$ cat src/include/hbac_regs.vh
// timing counts and field positions for the host bus agent control block
`ifndef HBAC_REGS_VH
`define HBAC_REGS_VH
`define HBAC_CLK_PERIOD_NS      20
`define HBAC_CPU_RST_EXT_NS     1000000
`define HBAC_CPU_RST_EXT_CYC    (`HBAC_CPU_RST_EXT_NS / `HBAC_CLK_PERIOD_NS)
`define HBAC_STRAP_SETUP_CYC    4
`define HBAC_STRAP_HOLD_MIN_CYC 2
`define HBAC_STRAP_HOLD_MAX_CYC 20
`define HBAC_STRAP_HOLD_CYC     4
`define HBAC_GROUP_W            16
`define HBAC_GROUP_LOW_MAX      8
`define HBAC_GROUPS             4
`endif

$ cat src/hw/hbac_top.v
// host bus agent control: strobes, priority request, reset strap, data handshake and inversion
// Overview of operation
// - bus owner strobes first request cycle
// - hub drives request strobe for own cycles
// - block-next-request stops owner's new requests
// - hub gains address bus via priority request
// - bus request 0 low during processor reset
// - strap setup 4, hold 2..20 clocks
// - release bus request 0 after hold
// - processor reset follows platform reset plus 1ms
// - data owner holds bus for multi-cycle transfers
// - defer notice marks deferred or retried snoop
// - at most 8 low bits per group
// - four flags cover four 16-bit groups
// - data-valid asserted in each transfer cycle
// - lock blocks downstream memory accesses
`include "hbac_regs.vh"
`default_nettype none
// block layout, one clock domain throughout
// - every pin input passes a two-flop capture first
// - the platform reset pin is captured like any other pin
// - a small state machine stretches processor reset
// - the strap on bus request 0 is driven low from reset on
// - the strap floats a fixed number of clocks after release
// - the hub asks for the address bus with its priority request
// - the hub strobes only when lock, block and strobe lines are idle
// - one pending hub request at a time, extra pulses merge
// - the defer notice is a single-cycle pulse per request
// - outgoing beats are encoded per 16-bit group
// - a group goes out inverted when more than 8 bits would be low
// - flags are driven low for an inverted group
// - incoming beats are decoded with the same flag sense
// - data valid and bus hold travel with each outgoing beat
// - bus hold stays low on every beat but the last
// - an atomic sequence blocks downstream memory access
// hazards and limits
// - pin capture adds two clocks of latency on every input
// - a block request seen late cannot stop a strobe already decided
// - the hub's own beats loop back through the receive path
// - the received word is only meaningful while rx valid is high
// - the reset stretch counter is 32 bits wide
// - a stretch beyond 2^32 clocks is not supported
// - the strap hold count must stay within 2 to 20 clocks
// - platform reset forces processor reset back within 3 clocks
// - platform reset also re-drives the strap low
// outputs
// - all outputs come straight from flip-flops
// - every output enable is high while the hub drives the pin
// - released data and flag pins keep their last level, released control pins and the strap return high, with enable low
// - no output changes during i_rst_n except to reset values
module hbac_top #(
  parameter integer RST_EXT_CYC = `HBAC_CPU_RST_EXT_CYC,  // processor reset stretch
  parameter integer HOLD_CYC    = `HBAC_STRAP_HOLD_CYC    // strap hold after release
) (
  input  wire        i_core_clk,
  input  wire        i_rst_n,
  input  wire        i_platform_reset_in_n,      // from the io hub, asynchronous
  input  wire        i_own_req,                  // pulse: hub wants to issue a cycle
  input  wire        i_own_defer,                // pulse: defer snooped transaction
  input  wire        i_tx_valid,                 // hub data beat to send
  input  wire        i_tx_last,                  // final beat of this transfer
  input  wire [63:0] i_tx_data,                  // raw hub data
  input  wire        i_request_phase_strobe_n,   // pin input
  input  wire        i_block_next_request_n,     // pin input
  input  wire        i_atomic_lock_n,            // pin input
  input  wire        i_data_bus_hold_n,          // pin input
  input  wire        i_data_valid_n,             // pin input
  input  wire [63:0] i_host_data_bus,            // pin input
  input  wire [3:0]  i_data_inversion_flags,     // pin input
  output reg         o_request_phase_strobe_n,
  output reg         o_request_phase_strobe_oe,
  output reg         o_priority_bus_request_n,
  output reg         o_symmetric_bus_request0_n,
  output reg         o_symmetric_bus_request0_oe,
  output reg         o_processor_reset_n,
  output reg         o_defer_notice_n,
  output reg         o_data_bus_hold_n,
  output reg         o_data_bus_hold_oe,
  output reg         o_data_valid_n,
  output reg         o_data_valid_oe,
  output reg  [63:0] o_host_data_bus,
  output reg         o_host_data_bus_oe,
  output reg  [3:0]  o_data_inversion_flags,
  output reg         o_data_inversion_flags_oe,
  output reg         o_own_req_done,             // pulse: hub request strobed
  output reg         o_tx_ready,                 // hub may present next beat
  output reg         o_downstream_mem_block,     // level: no downstream memory access
  output reg  [63:0] o_rx_data,                  // decoded incoming data
  output reg         o_rx_valid                  // pulse: incoming data beat
);
  // synchronisers, first stage read only by second
  reg        rst_meta_q, rst_sync_q; // platform reset capture
  reg [4:0]  ctl_meta_q, ctl_sync_q; // strobe, bnr, lock, dbsy, drdy
  reg [67:0] dat_meta_q, dat_sync_q; // flags and data
  wire       ads_n  = ctl_sync_q[0];
  wire       bnr_n  = ctl_sync_q[1];
  wire       lock_n = ctl_sync_q[2];
  wire       drdy_n = ctl_sync_q[4];

  // two-flop capture of all pin inputs
  always @(posedge i_core_clk or negedge i_rst_n) begin
    if (!i_rst_n) begin
      rst_meta_q <= 1'b0;
      rst_sync_q <= 1'b0;
      ctl_meta_q <= 5'h1F;
      ctl_sync_q <= 5'h1F;
      dat_meta_q <= 68'h0;
      dat_sync_q <= 68'h0;
    end else begin
      rst_meta_q <= i_platform_reset_in_n;
      rst_sync_q <= rst_meta_q;
      ctl_meta_q <= {i_data_valid_n, i_data_bus_hold_n, i_atomic_lock_n,
                     i_block_next_request_n, i_request_phase_strobe_n};
      ctl_sync_q <= ctl_meta_q;
      dat_meta_q <= {i_data_inversion_flags, i_host_data_bus};
      dat_sync_q <= dat_meta_q;
    end
  end

  // processor reset and strap sequencing
  localparam [1:0] ST_RESET = 2'h0;  // platform reset asserted
  localparam [1:0] ST_EXT   = 2'h1;  // stretch count running
  localparam [1:0] ST_HOLD  = 2'h2;  // strap hold after release
  localparam [1:0] ST_RUN   = 2'h3;  // normal operation
  reg [1:0]  st_q;
  reg [31:0] cnt_q;

  always @(posedge i_core_clk or negedge i_rst_n) begin
    if (!i_rst_n) begin
      st_q                        <= ST_RESET;
      cnt_q                       <= 32'h0;
      o_processor_reset_n         <= 1'b0;
      o_symmetric_bus_request0_n  <= 1'b0;
      o_symmetric_bus_request0_oe <= 1'b1;
    end else if (!rst_sync_q) begin
      // platform reset forces processor reset, strap driven low
      st_q                        <= ST_RESET;
      cnt_q                       <= 32'h0;
      o_processor_reset_n         <= 1'b0;
      o_symmetric_bus_request0_n  <= 1'b0;
      o_symmetric_bus_request0_oe <= 1'b1;
    end else begin
      case (st_q)
        ST_RESET: begin
          st_q  <= ST_EXT;
          cnt_q <= 32'h0;
        end
        ST_EXT: begin
          // stretch, strap already low far beyond 4 clocks of setup
          if (cnt_q >= RST_EXT_CYC - 1) begin
            st_q                <= ST_HOLD;
            cnt_q               <= 32'h0;
            o_processor_reset_n <= 1'b1;
          end else begin
            cnt_q <= cnt_q + 32'h1;
          end
        end
        ST_HOLD: begin
          // keep strap low for hold window then float it
          if (cnt_q >= HOLD_CYC - 1) begin
            st_q                        <= ST_RUN;
            o_symmetric_bus_request0_oe <= 1'b0;
            o_symmetric_bus_request0_n  <= 1'b1;
          end else begin
            cnt_q <= cnt_q + 32'h1;
          end
        end
        ST_RUN: begin
          st_q <= ST_RUN;
        end
        default: begin
          st_q <= ST_RESET;
        end
      endcase
    end
  end

  // request phase: priority request then own strobe
  // pend_q: a hub cycle waits for the bus
  // phase2_q: second cycle of the hub's request phase
  // locked_q: atomic sequence in progress
  reg pend_q, phase2_q, locked_q;
  wire run = (st_q == ST_RUN);  // hub may issue cycles and beats

  always @(posedge i_core_clk or negedge i_rst_n) begin
    if (!i_rst_n) begin
      pend_q                    <= 1'b0;
      phase2_q                  <= 1'b0;
      locked_q                  <= 1'b0;
      o_priority_bus_request_n  <= 1'b1;
      o_request_phase_strobe_n  <= 1'b1;
      o_request_phase_strobe_oe <= 1'b0;
      o_own_req_done            <= 1'b0;
      o_downstream_mem_block    <= 1'b0;
      o_defer_notice_n          <= 1'b1;
    end else begin
      o_own_req_done           <= 1'b0;
      o_request_phase_strobe_n <= 1'b1;
      o_request_phase_strobe_oe <= 1'b0;
      o_defer_notice_n         <= ~(i_own_defer & run);
      // lock seen with a strobe starts an atomic sequence until released
      if (!lock_n && !ads_n)
        locked_q <= 1'b1;
      else if (lock_n)
        locked_q <= 1'b0;
      o_downstream_mem_block <= ~lock_n | locked_q;
      if (i_own_req && run)
        pend_q <= 1'b1;
      // assert priority request while a hub cycle is pending
      o_priority_bus_request_n <= ~(pend_q | (i_own_req & run));
      if (phase2_q) begin
        phase2_q <= 1'b0;                               // second request cycle
      end else if (pend_q && !o_priority_bus_request_n && lock_n && bnr_n && ads_n) begin
        // owner has yielded, lock released, no block: strobe first cycle
        o_request_phase_strobe_n  <= 1'b0;
        o_request_phase_strobe_oe <= 1'b1;
        phase2_q                  <= 1'b1;
        pend_q                    <= 1'b0;
        o_own_req_done            <= 1'b1;
      end
    end
  end

  // inversion per 16-bit group, generate loop
  // each group is decided by its own process, so no vector has two drivers
  wire [63:0] enc_data;  // encoded outgoing data
  wire [3:0]  enc_inv;   // high where a group goes out inverted
  genvar g;
  generate
    for (g = 0; g < `HBAC_GROUPS; g = g + 1) begin : grp
      reg [4:0]  zeros;  // low bits this group would drive
      reg        inv;    // invert decision for this group
      reg [15:0] dat;    // group after optional inversion
      integer    b;      // bit index
      // count low bits, then decide inversion
      always @* begin
        zeros = 5'h0;
        inv   = 1'b0;
        dat   = 16'h0;
        for (b = 0; b < `HBAC_GROUP_W; b = b + 1) begin
          zeros = zeros + {4'h0, ~i_tx_data[g*16+b]};
        end
        // invert when more than 8 bits would be low
        inv = (zeros > `HBAC_GROUP_LOW_MAX);
        dat = inv ? ~i_tx_data[g*16 +: 16] : i_tx_data[g*16 +: 16];
      end
      assign enc_inv[g]           = inv;
      assign enc_data[g*16 +: 16] = dat;
    end
  endgenerate

  // data phase drive and receive
  always @(posedge i_core_clk or negedge i_rst_n) begin
    if (!i_rst_n) begin
      o_host_data_bus           <= 64'h0;
      o_host_data_bus_oe        <= 1'b0;
      o_data_inversion_flags    <= 4'hF;
      o_data_inversion_flags_oe <= 1'b0;
      o_data_valid_n            <= 1'b1;
      o_data_valid_oe           <= 1'b0;
      o_data_bus_hold_n         <= 1'b1;
      o_data_bus_hold_oe        <= 1'b0;
      o_tx_ready                <= 1'b0;
      o_rx_data                 <= 64'h0;
      o_rx_valid                <= 1'b0;
    end else begin
      o_tx_ready <= run;
      if (i_tx_valid && run) begin
        o_host_data_bus           <= enc_data;
        o_data_inversion_flags    <= ~enc_inv;
        o_host_data_bus_oe        <= 1'b1;
        o_data_inversion_flags_oe <= 1'b1;
        o_data_valid_n            <= 1'b0;
        o_data_valid_oe           <= 1'b1;
        o_data_bus_hold_n         <= i_tx_last;
        o_data_bus_hold_oe        <= 1'b1;
      end else begin
        o_host_data_bus_oe        <= 1'b0;
        o_data_inversion_flags_oe <= 1'b0;
        o_data_valid_n            <= 1'b1;
        o_data_valid_oe           <= 1'b0;
        o_data_bus_hold_n         <= 1'b1;
        o_data_bus_hold_oe        <= 1'b0;
      end
      // incoming beat: undo inversion per group
      o_rx_valid <= ~drdy_n;
      o_rx_data  <= dat_sync_q[63:0] ^ {{16{~dat_sync_q[67]}}, {16{~dat_sync_q[66]}},
                                        {16{~dat_sync_q[65]}}, {16{~dat_sync_q[64]}}};
    end
  end
endmodule // hbac_top
`default_nettype wire

$ cat config.mk
export PLATFORM = sky130hd
export DESIGN_NAME = hbac_top
export DESIGN_NICKNAME = d
export VERILOG_FILES = /design/src/hw/hbac_top.v
export VERILOG_INCLUDE_DIRS = /design/src /design/src/include
export SDC_FILE = /design/constraint.sdc
export NUM_CORES = 1
export LEC_CHECK = 0
export ABC_AREA = 1
export BUFFER_PORTS_ARGS = -buffer_cell sky130_fd_sc_hd__buf_2
export CAP_MARGIN = 20
export CORE_MARGIN = 2
export CORE_UTILIZATION = 51
export CTS_BUF_LIST = sky130_fd_sc_hd__clkbuf_4
export DETAILED_ROUTE_END_ITERATION = 12
export GPL_TIMING_DRIVEN = 0
export MAX_ROUTING_LAYER = met4
export PLACE_DENSITY = 0.76
export SLEW_MARGIN = 30
export SYNTH_ARGS = -nofsm -noshare
export SYNTH_HDL_FRONTEND = slang
export SYNTH_SLANG_ARGS = --single-unit
$ cat constraint.sdc
create_clock -name i_core_clk -period 2.64 [get_ports i_core_clk]
set_clock_uncertainty 0.1 [all_clocks]
set_input_delay 0.396 -clock i_core_clk [delete_from_list [all_inputs] [get_ports i_core_clk]]
set_output_delay 0.396 -clock i_core_clk [all_outputs]
set_load 0.005 [all_outputs]
* Word-level counts from Yosys, hierarchy flattened
Index checks and enable logic that the tools add are counted.
** Word-level totals
- Bits in registers :: 329
- Bits in latches :: 0
- Memory bits (writable) :: 0
- ROM bits :: 0
- Bits of input ports :: 144
- Output and inout port bits :: 149
- Memories kept :: 0
** Operators by class
- Add/subtract/negate cells :: 61
- Multipliers :: 0
- Div/mod/pow operators :: 0
- Order comparisons :: 6
- Eq/ne operators :: 11
- Shift operators :: 0
- Multiplexer cells :: 33
- Bitwise logic cells :: 82
- Reduce and logical (&&, ||, !) cells :: 16
** Operators by type and width (count)
- $add 5x1->5 :: 44
- $mux 32 :: 3
- $pmux 32 s3 :: 1
- $not 1->1 :: 72
- $mux 16 :: 4
- $not 16->16 :: 4
- $xor 64x64->64 :: 1
- $add 32x1->32 const B :: 1
- $ge 32x16->1 const B :: 1
- $ge 32x2->1 const B :: 1
- $mux 1 :: 21
- $add 4x1->5 :: 4
- $gt 5x4->1 const B :: 4
- $add 3x1->4 :: 4
- $add 2x1->3 :: 4
- $ne 3x3->1 const B :: 3
- $add 1x1->2 :: 4
- $ne 2x1->1 const B :: 4
- $pmux 2 s4 :: 1
- $reduce_and 2->1 :: 4
- $logic_and 1x1->1 :: 7
- $mux 2 :: 3
- $eq 2x2->1 const B :: 2
- $ne 4x1->1 const B :: 1
- 7 further kinds :: 11

* Longest topological paths before layout
- Depth in word-level cells :: 18
- Mapped depth :: 18
- Mapped depth without buffers :: 17

* Worst setup path before layout
No wires, ideal clock.
- Path type :: in2reg
- From :: input i_tx_data[32]
- To :: register o_host_data_bus[39]
- Data arrival time :: 3.839 ns
- Required time :: 2.422 ns
- Path slack :: -1.417 ns
- Stages on the path :: 16
- Buffers on the path :: 1
- Cells stage by stage :: fa_1 -> inv_1 -> fa_1 -> fa_1 -> fa_1 -> ha_1 -> inv_1 -> fa_1 -> xor2_1 -> nand3b_1 -> o21ai_4 -> nand2_2 -> buf_2 -> nand2_1 -> nand3_1 -> nand2_1
** Between the ends
- Longest elaborated chain between the ends :: 18
** RTL lines
- start, declared :: line hbac_top.v:62 : input wire [63:0] i_tx_data,
- $not 1->1 :: line hbac_top.v:241 : zeros = zeros + {4'h0, ~i_tx_data[g*16+b]};
- $add 1x1->2 :: line hbac_top.v:241
- $add 2x1->3 :: line hbac_top.v:241
- $add 3x1->4 :: line hbac_top.v:241
- $add 4x1->5 :: line hbac_top.v:241
- $add 5x1->5 (11 in a row) :: line hbac_top.v:241
- $gt 5x4->1 (no line)
- $mux 16 :: line hbac_top.v:245 : dat = inv ? ~i_tx_data[g*16 +: 16] : i_tx_data[g*16 +: 16];
- end signal, assigned :: line hbac_top.v:269 : o_host_data_bus <= enc_data;
- end, declared :: line hbac_top.v:81 : output reg [63:0] o_host_data_bus,
Every way passes these cells.
A chain may end at the register's enable or synchronous reset.

* Final worst setup path
- From :: input i_tx_data[39]
- To :: register o_host_data_bus[35]
** Between the ends
- Longest elaborated chain between the ends :: 12
** RTL lines (line)
- $not 1->1 :: hbac_top.v:241
- $add 5x1->5 (9 in a row) :: hbac_top.v:241
- $gt 5x4->1 (no line)
- $mux 16 :: hbac_top.v:245
Every way passes these cells.

==> results_tabular.tex <==
\begin{tabular}{lr}
\hline
Metric & Value \\
\hline
\multicolumn{2}{l}{\textbf{Status}} \\
\quad Run status & finished, violations left \\
\quad Violations in the final reports & negative hold slack, negative setup slack \\
\multicolumn{2}{l}{\textbf{STA}} \\
\quad Portion of the clock cycle consumed by the worst path in the final layout & 142\% \\
\quad WHS & -138 ps \\
\quad RSZ-0062 raised after global routing & true \\
\quad Final number of setup-violating endpoints & 68 \\
\quad Sum of negative setup slack & -64310 ps \\
\quad Slew at the pin closest to its max-slew limit & 815 ps \\
\quad Peak clock frequency supported by timing & 267 MHz \\
\quad Worst slew slack as a fraction of its limit & 45.6\% \\
\quad Worst Setup Slack, final & -1110 ps \\
\quad Hold Violations, Final & 7 \\
\quad Max-slew violation total from the final report & 0 \\
\quad Final Critical Period & 3750 ps \\
\multicolumn{2}{l}{\textbf{Routing}} \\
\quad WL per Instance & 16.9 um \\
\quad DR pass1 iterations & 5 \\
\quad Vias per inst & 4.96 \\
\quad Number of design rule violations left after detail routing & 0 \\
\quad Via count & 11000 \\
\quad DR iter-0 viols & 632 \\
\quad Routed Wire Length & 37.4 mm \\
\quad Post-route ant nets & 0 \\
\multicolumn{2}{l}{\textbf{Place}} \\
\quad Port bufs & 291 \\
\quad Hpwl dp & 21.6 mm \\
\quad Cell area reported after detailed placement & 0.0155 mm2 \\
\quad Worst slack at placement & -1740 ps \\
\quad Routability-driven placement congestion ratio & 0.912 \\
\multicolumn{2}{l}{\textbf{Floorplan}} \\
\quad Starting utilization of the core area & 51.8\% \\
\quad I/O pins & 293 \\
\quad Die span in x & 166 um \\
\quad Core Area & 0.0259 mm2 \\
\quad Overall die area & 0.0276 mm2 \\
\quad Floorplan die height & 166 um \\
\quad Number of rows created at floorplan & 59 \\
\multicolumn{2}{l}{\textbf{Synth}} \\
\quad Yosys top cell area share & 57.6\% \\
\quad Number of flops mapped to enable cells by yosys & 0 \\
\quad Count of different cell masters after synthesis & 31 \\
\quad Synthesized net count & 1465 \\
\quad Share of flip-flops with an asynchronous set or reset & 100\% \\
\quad Count of yosys warnings during synthesis & 0 \\
\quad Cells after Synth & 1256 \\
\quad Post-synthesis cell type with the largest combined area & sky130\_fd\_sc\_hd\_\_dfrtp\_1 \\
\quad Mean instance size in the synthesized netlist & 10.7 um2 \\
\quad Most common cell in the netlist & sky130\_fd\_sc\_hd\_\_dfrtp\_1 \\
\quad Number of synthesized register bits & 327 \\
\quad Area of the mapped netlist & 0.0134 mm2 \\
\quad Main flop type after synthesis & sky130\_fd\_sc\_hd\_\_dfrtp\_1 \\
\quad Cell types occupying the most area after synthesis & sky130\_fd\_sc\_hd\_\_dfrtp\_1, sky130\_fd\_sc\_hd\_\_nand2\_1, sky130\_fd\_sc\_hd\_\_fa\_1, sky130\_fd\_sc\_hd\_\_nand3\_1, sky130\_fd\_sc\_hd\_\_inv\_1 \\
\quad Share of the yosys chip area belonging to registers & 61.2\% \\
\quad Most numerous cell types in the synthesized netlist & sky130\_fd\_sc\_hd\_\_dfrtp\_1, sky130\_fd\_sc\_hd\_\_nand2\_1, sky130\_fd\_sc\_hd\_\_inv\_1, sky130\_fd\_sc\_hd\_\_nand3\_1, sky130\_fd\_sc\_hd\_\_xnor2\_1 \\
\multicolumn{2}{l}{\textbf{Pwr}} \\
\quad Cell Pwr Density & 976 mW/mm2 \\
\quad Switching power total & 7.07 mW \\
\quad Sequential share of power & 33.2\% \\
\quad Clock share of power & 23.0\% \\
\quad Cell Int Power & 11.6 mW \\
\quad Sw Ratio & 37.9\% \\
\quad Maximum vdd drop & 750 uV \\
\quad Reported leakage power & 9.74 nW \\
\quad Comb pwr share & 43.9\% \\
\multicolumn{2}{l}{\textbf{Global route}} \\
\quad Met1 Use GR & 28.3\% \\
\quad Gr ovfl total & 0 \\
\quad Peak-usage layer in the global routing report & met2 \\
\quad Via count of the first global-routing pass & 11500 \\
\quad Met2 usage in global routing & 44.2\% \\
\quad Global routing usage on met3 & 7.72\% \\
\quad First-pass GRT wire length & 56.0 mm \\
\quad Pin count of the biggest net entering global routing & 95 \\
\quad Total global-route track usage & 26.1\% \\
\quad Antenna violations before repair & 8 \\
\multicolumn{2}{l}{\textbf{Setup path}} \\
\quad Worst reg-to-reg setup slack & 20 ps \\
\quad Crit path arrival time & 4270 ps \\
\quad Capturing element type of the critical path & flop \\
\quad Launching element type of the critical path & primary input \\
\quad Reg2reg path depth & 7 \\
\quad Start-to-end type of the worst setup path & in -> reg \\
\quad Worst EP required & 3160 ps \\
\quad Worst reg2reg path endpoint & o\_host\_data\_bus[6] \\
\quad Crit-path max FO & 5 \\
\quad Startpoint of the worst register-to-register path & st\_q[1] \\
\multicolumn{2}{l}{\textbf{Clock tree}} \\
\quad CTS buffer count & 81 \\
\quad Worst-Skew Late Latency & 700 ps \\
\quad H-Tree Level Count & 3 \\
\quad Cell at the root of the clock tree & sky130\_fd\_sc\_hd\_\_clkbuf\_4 \\
\quad TritonCTS clock tree & yes \\
\quad Number of buffers on the longest clock path & 3 \\
\quad Clock sink count & 327 \\
\quad Clock Pin Slew Worst Setup and Hold Paths & 80 ps \\
\multicolumn{2}{l}{\textbf{Min path}} \\
\quad Worst hold endpoint & o\_host\_data\_bus[53] \\
\quad Hold Path Stages & 4 \\
\quad HP Start & i\_tx\_data[53] \\
\quad Worst Hold Class & in -> reg \\
\multicolumn{2}{l}{\textbf{Final layout}} \\
\quad Share of post-route cells with drive strength above 1 & 37.8\% \\
\quad Fin area & 0.0192 mm2 \\
\quad Fillers & 1652 \\
\quad Area Overhead vs Synth & 42.8\% \\
\quad \# nets final & 2021 \\
\multicolumn{2}{l}{\textbf{Flow run}} \\
\quad Max capacitance violation total & 0 \\
\hline
\end{tabular}
sequential cells by signal, indices dropped and copies added, names as in the netlist, 4 cells and up:
name and flops:
dat_meta_q 68, dat_sync_q 68, o_host_data_bus 64, o_rx_data 64
cnt_q 32, ctl_meta_q 4, ctl_sync_q 4, o_data_inversion_flags 4
per-layer routing:
layer | share of wire, % | wire [um]
met1 | 36 | 13400
met2 | 51 | 19000
met3 | 8.5 | 3170
met4 | 4.7 | 1760
met5 | 0 | 0
cells by family (layout without fill, tap and decap cells):
logic type               count (synthesis)  in the layout  synth area share, %
XOR/XNOR                                68             68                 4.44
AO/OA/AOI/OAI                           42             42                 2.19
other                                    0              8                    0
flip-flops                             327            327                 61.2
AND/OR/NAND/NOR                        528            528                 17.0
adder cells (fa/ha/maj)                 65             65                 8.30
buffers and inverters                  226            846                 6.86
how the worst max path moves through the flow:
stage	start	to	slack, ps	depth (start not counted)
after floorplan	i_tx_data[0]	o_host_data_bus[10]	-1280	18
after global placement	i_rst_n	dat_meta_q[44]	-4800	1
after detailed placement	i_tx_data[16]	o_host_data_bus[25]	-1740	19
after CTS	i_tx_data[16]	o_host_data_bus[29]	-830	16
after global routing	i_tx_data[39]	o_host_data_bus[35]	-1180	18
final	i_tx_data[39]	o_host_data_bus[35]	-1110	17
layout by cell type (no fill, tap or decap), types with 5 or more instances in the layout:
cell | synthesis | final
sky130_fd_sc_hd__buf_6 | 4 | 38
sky130_fd_sc_hd__fa_1 | 40 | 32
sky130_fd_sc_hd__a21oi_1 | 17 | 14
sky130_fd_sc_hd__inv_2 | 0 | 14
sky130_fd_sc_hd__nand3b_1 | 5 | 5
sky130_fd_sc_hd__ha_1 | 25 | 21
sky130_fd_sc_hd__buf_2 | 17 | 287
sky130_fd_sc_hd__nand2_1 | 283 | 226
sky130_fd_sc_hd__nand2_4 | 1 | 25
sky130_fd_sc_hd__nand3_1 | 146 | 73
sky130_fd_sc_hd__fa_2 | 0 | 8
sky130_fd_sc_hd__clkbuf_1 | 19 | 19
sky130_fd_sc_hd__clkbuf_4 | 0 | 123
sky130_fd_sc_hd__buf_8 | 0 | 9
sky130_fd_sc_hd__diode_2 | 0 | 8
sky130_fd_sc_hd__nor3_1 | 6 | 6
sky130_fd_sc_hd__dfrtp_1 | 309 | 309
sky130_fd_sc_hd__nand4_1 | 6 | 6
sky130_fd_sc_hd__dfstp_2 | 18 | 18
sky130_fd_sc_hd__xnor2_1 | 64 | 64
sky130_fd_sc_hd__nand2_2 | 6 | 39
sky130_fd_sc_hd__nor2_1 | 61 | 60
sky130_fd_sc_hd__inv_1 | 181 | 166
sky130_fd_sc_hd__buf_4 | 4 | 23
sky130_fd_sc_hd__clkinv_1 | 0 | 15
sky130_fd_sc_hd__dlygate4sd3_1 | 0 | 138
sky130_fd_sc_hd__a21oi_2 | 6 | 9
sky130_fd_sc_hd__nand3_2 | 6 | 77
sky130_fd_sc_hd__o21ai_4 | 5 | 9
cell type report:
cell class,instances,area (um2),area share (%)
multi-input combinational,703,5040,26.3
tap,335,419,2.19
inverter,182,693,3.62
timing repair buffer,474,3430,17.9
antenna,8,20.0,0.105
sequential,327,8210,42.8
clock inverter,24,145,0.758
clock buffer,123,923,4.82
buffer,43,274,1.43
stage by stage:
step	util [%]	total power [mW]	std cells
after floorplan	-	9.82	1256
after global placement	59.4	11.4	1882
after detailed placement	59.8	11.7	1885
after CTS	71.7	17.7	2202
after global routing	73.9	19.8	2219
final	73.9	18.7	2219
critical path: stages:
cell	delay (ps)
sky130_fd_sc_hd__buf_2	120
sky130_fd_sc_hd__inv_1	150
sky130_fd_sc_hd__fa_1	480
sky130_fd_sc_hd__fa_2	560
sky130_fd_sc_hd__fa_1	460
sky130_fd_sc_hd__fa_1	520
sky130_fd_sc_hd__ha_2	180
sky130_fd_sc_hd__inv_2	40
sky130_fd_sc_hd__fa_2	510
sky130_fd_sc_hd__nand3b_1	110
sky130_fd_sc_hd__o21ai_4	130
sky130_fd_sc_hd__nand2_4	120
sky130_fd_sc_hd__buf_6	140
sky130_fd_sc_hd__buf_4	120
sky130_fd_sc_hd__nand2_2	50
sky130_fd_sc_hd__nand3_1	80
sky130_fd_sc_hd__nand2_1	100
timing repair:
| item | 4_1_cts | 5_1_grt |
|---|---|---|
| endpoints found under the setup margin | 68 | 68 |
| resized for setup | 122 | 126 |
| hold buffers | 131 | 7 |
| pin swaps | 40 | 71 |
| hold endpoints to repair | 226 | 14 |
| cloned | 7 | 0 |
| setup buffers | 32 | 5 |
power by group through the flow:
stage                     registers [mW]  logic [mW]  clock network (mW)
final                               6.19        8.19                4.30
after global routing                6.26        8.86                4.70
after CTS                           6.16        7.12                4.38
after global placement              6.22        5.22                   0
after detailed placement            6.24        5.44                   0
after floorplan                     6.28        3.54                   0
Note: power is estimated with default switching activity, not from simulation.
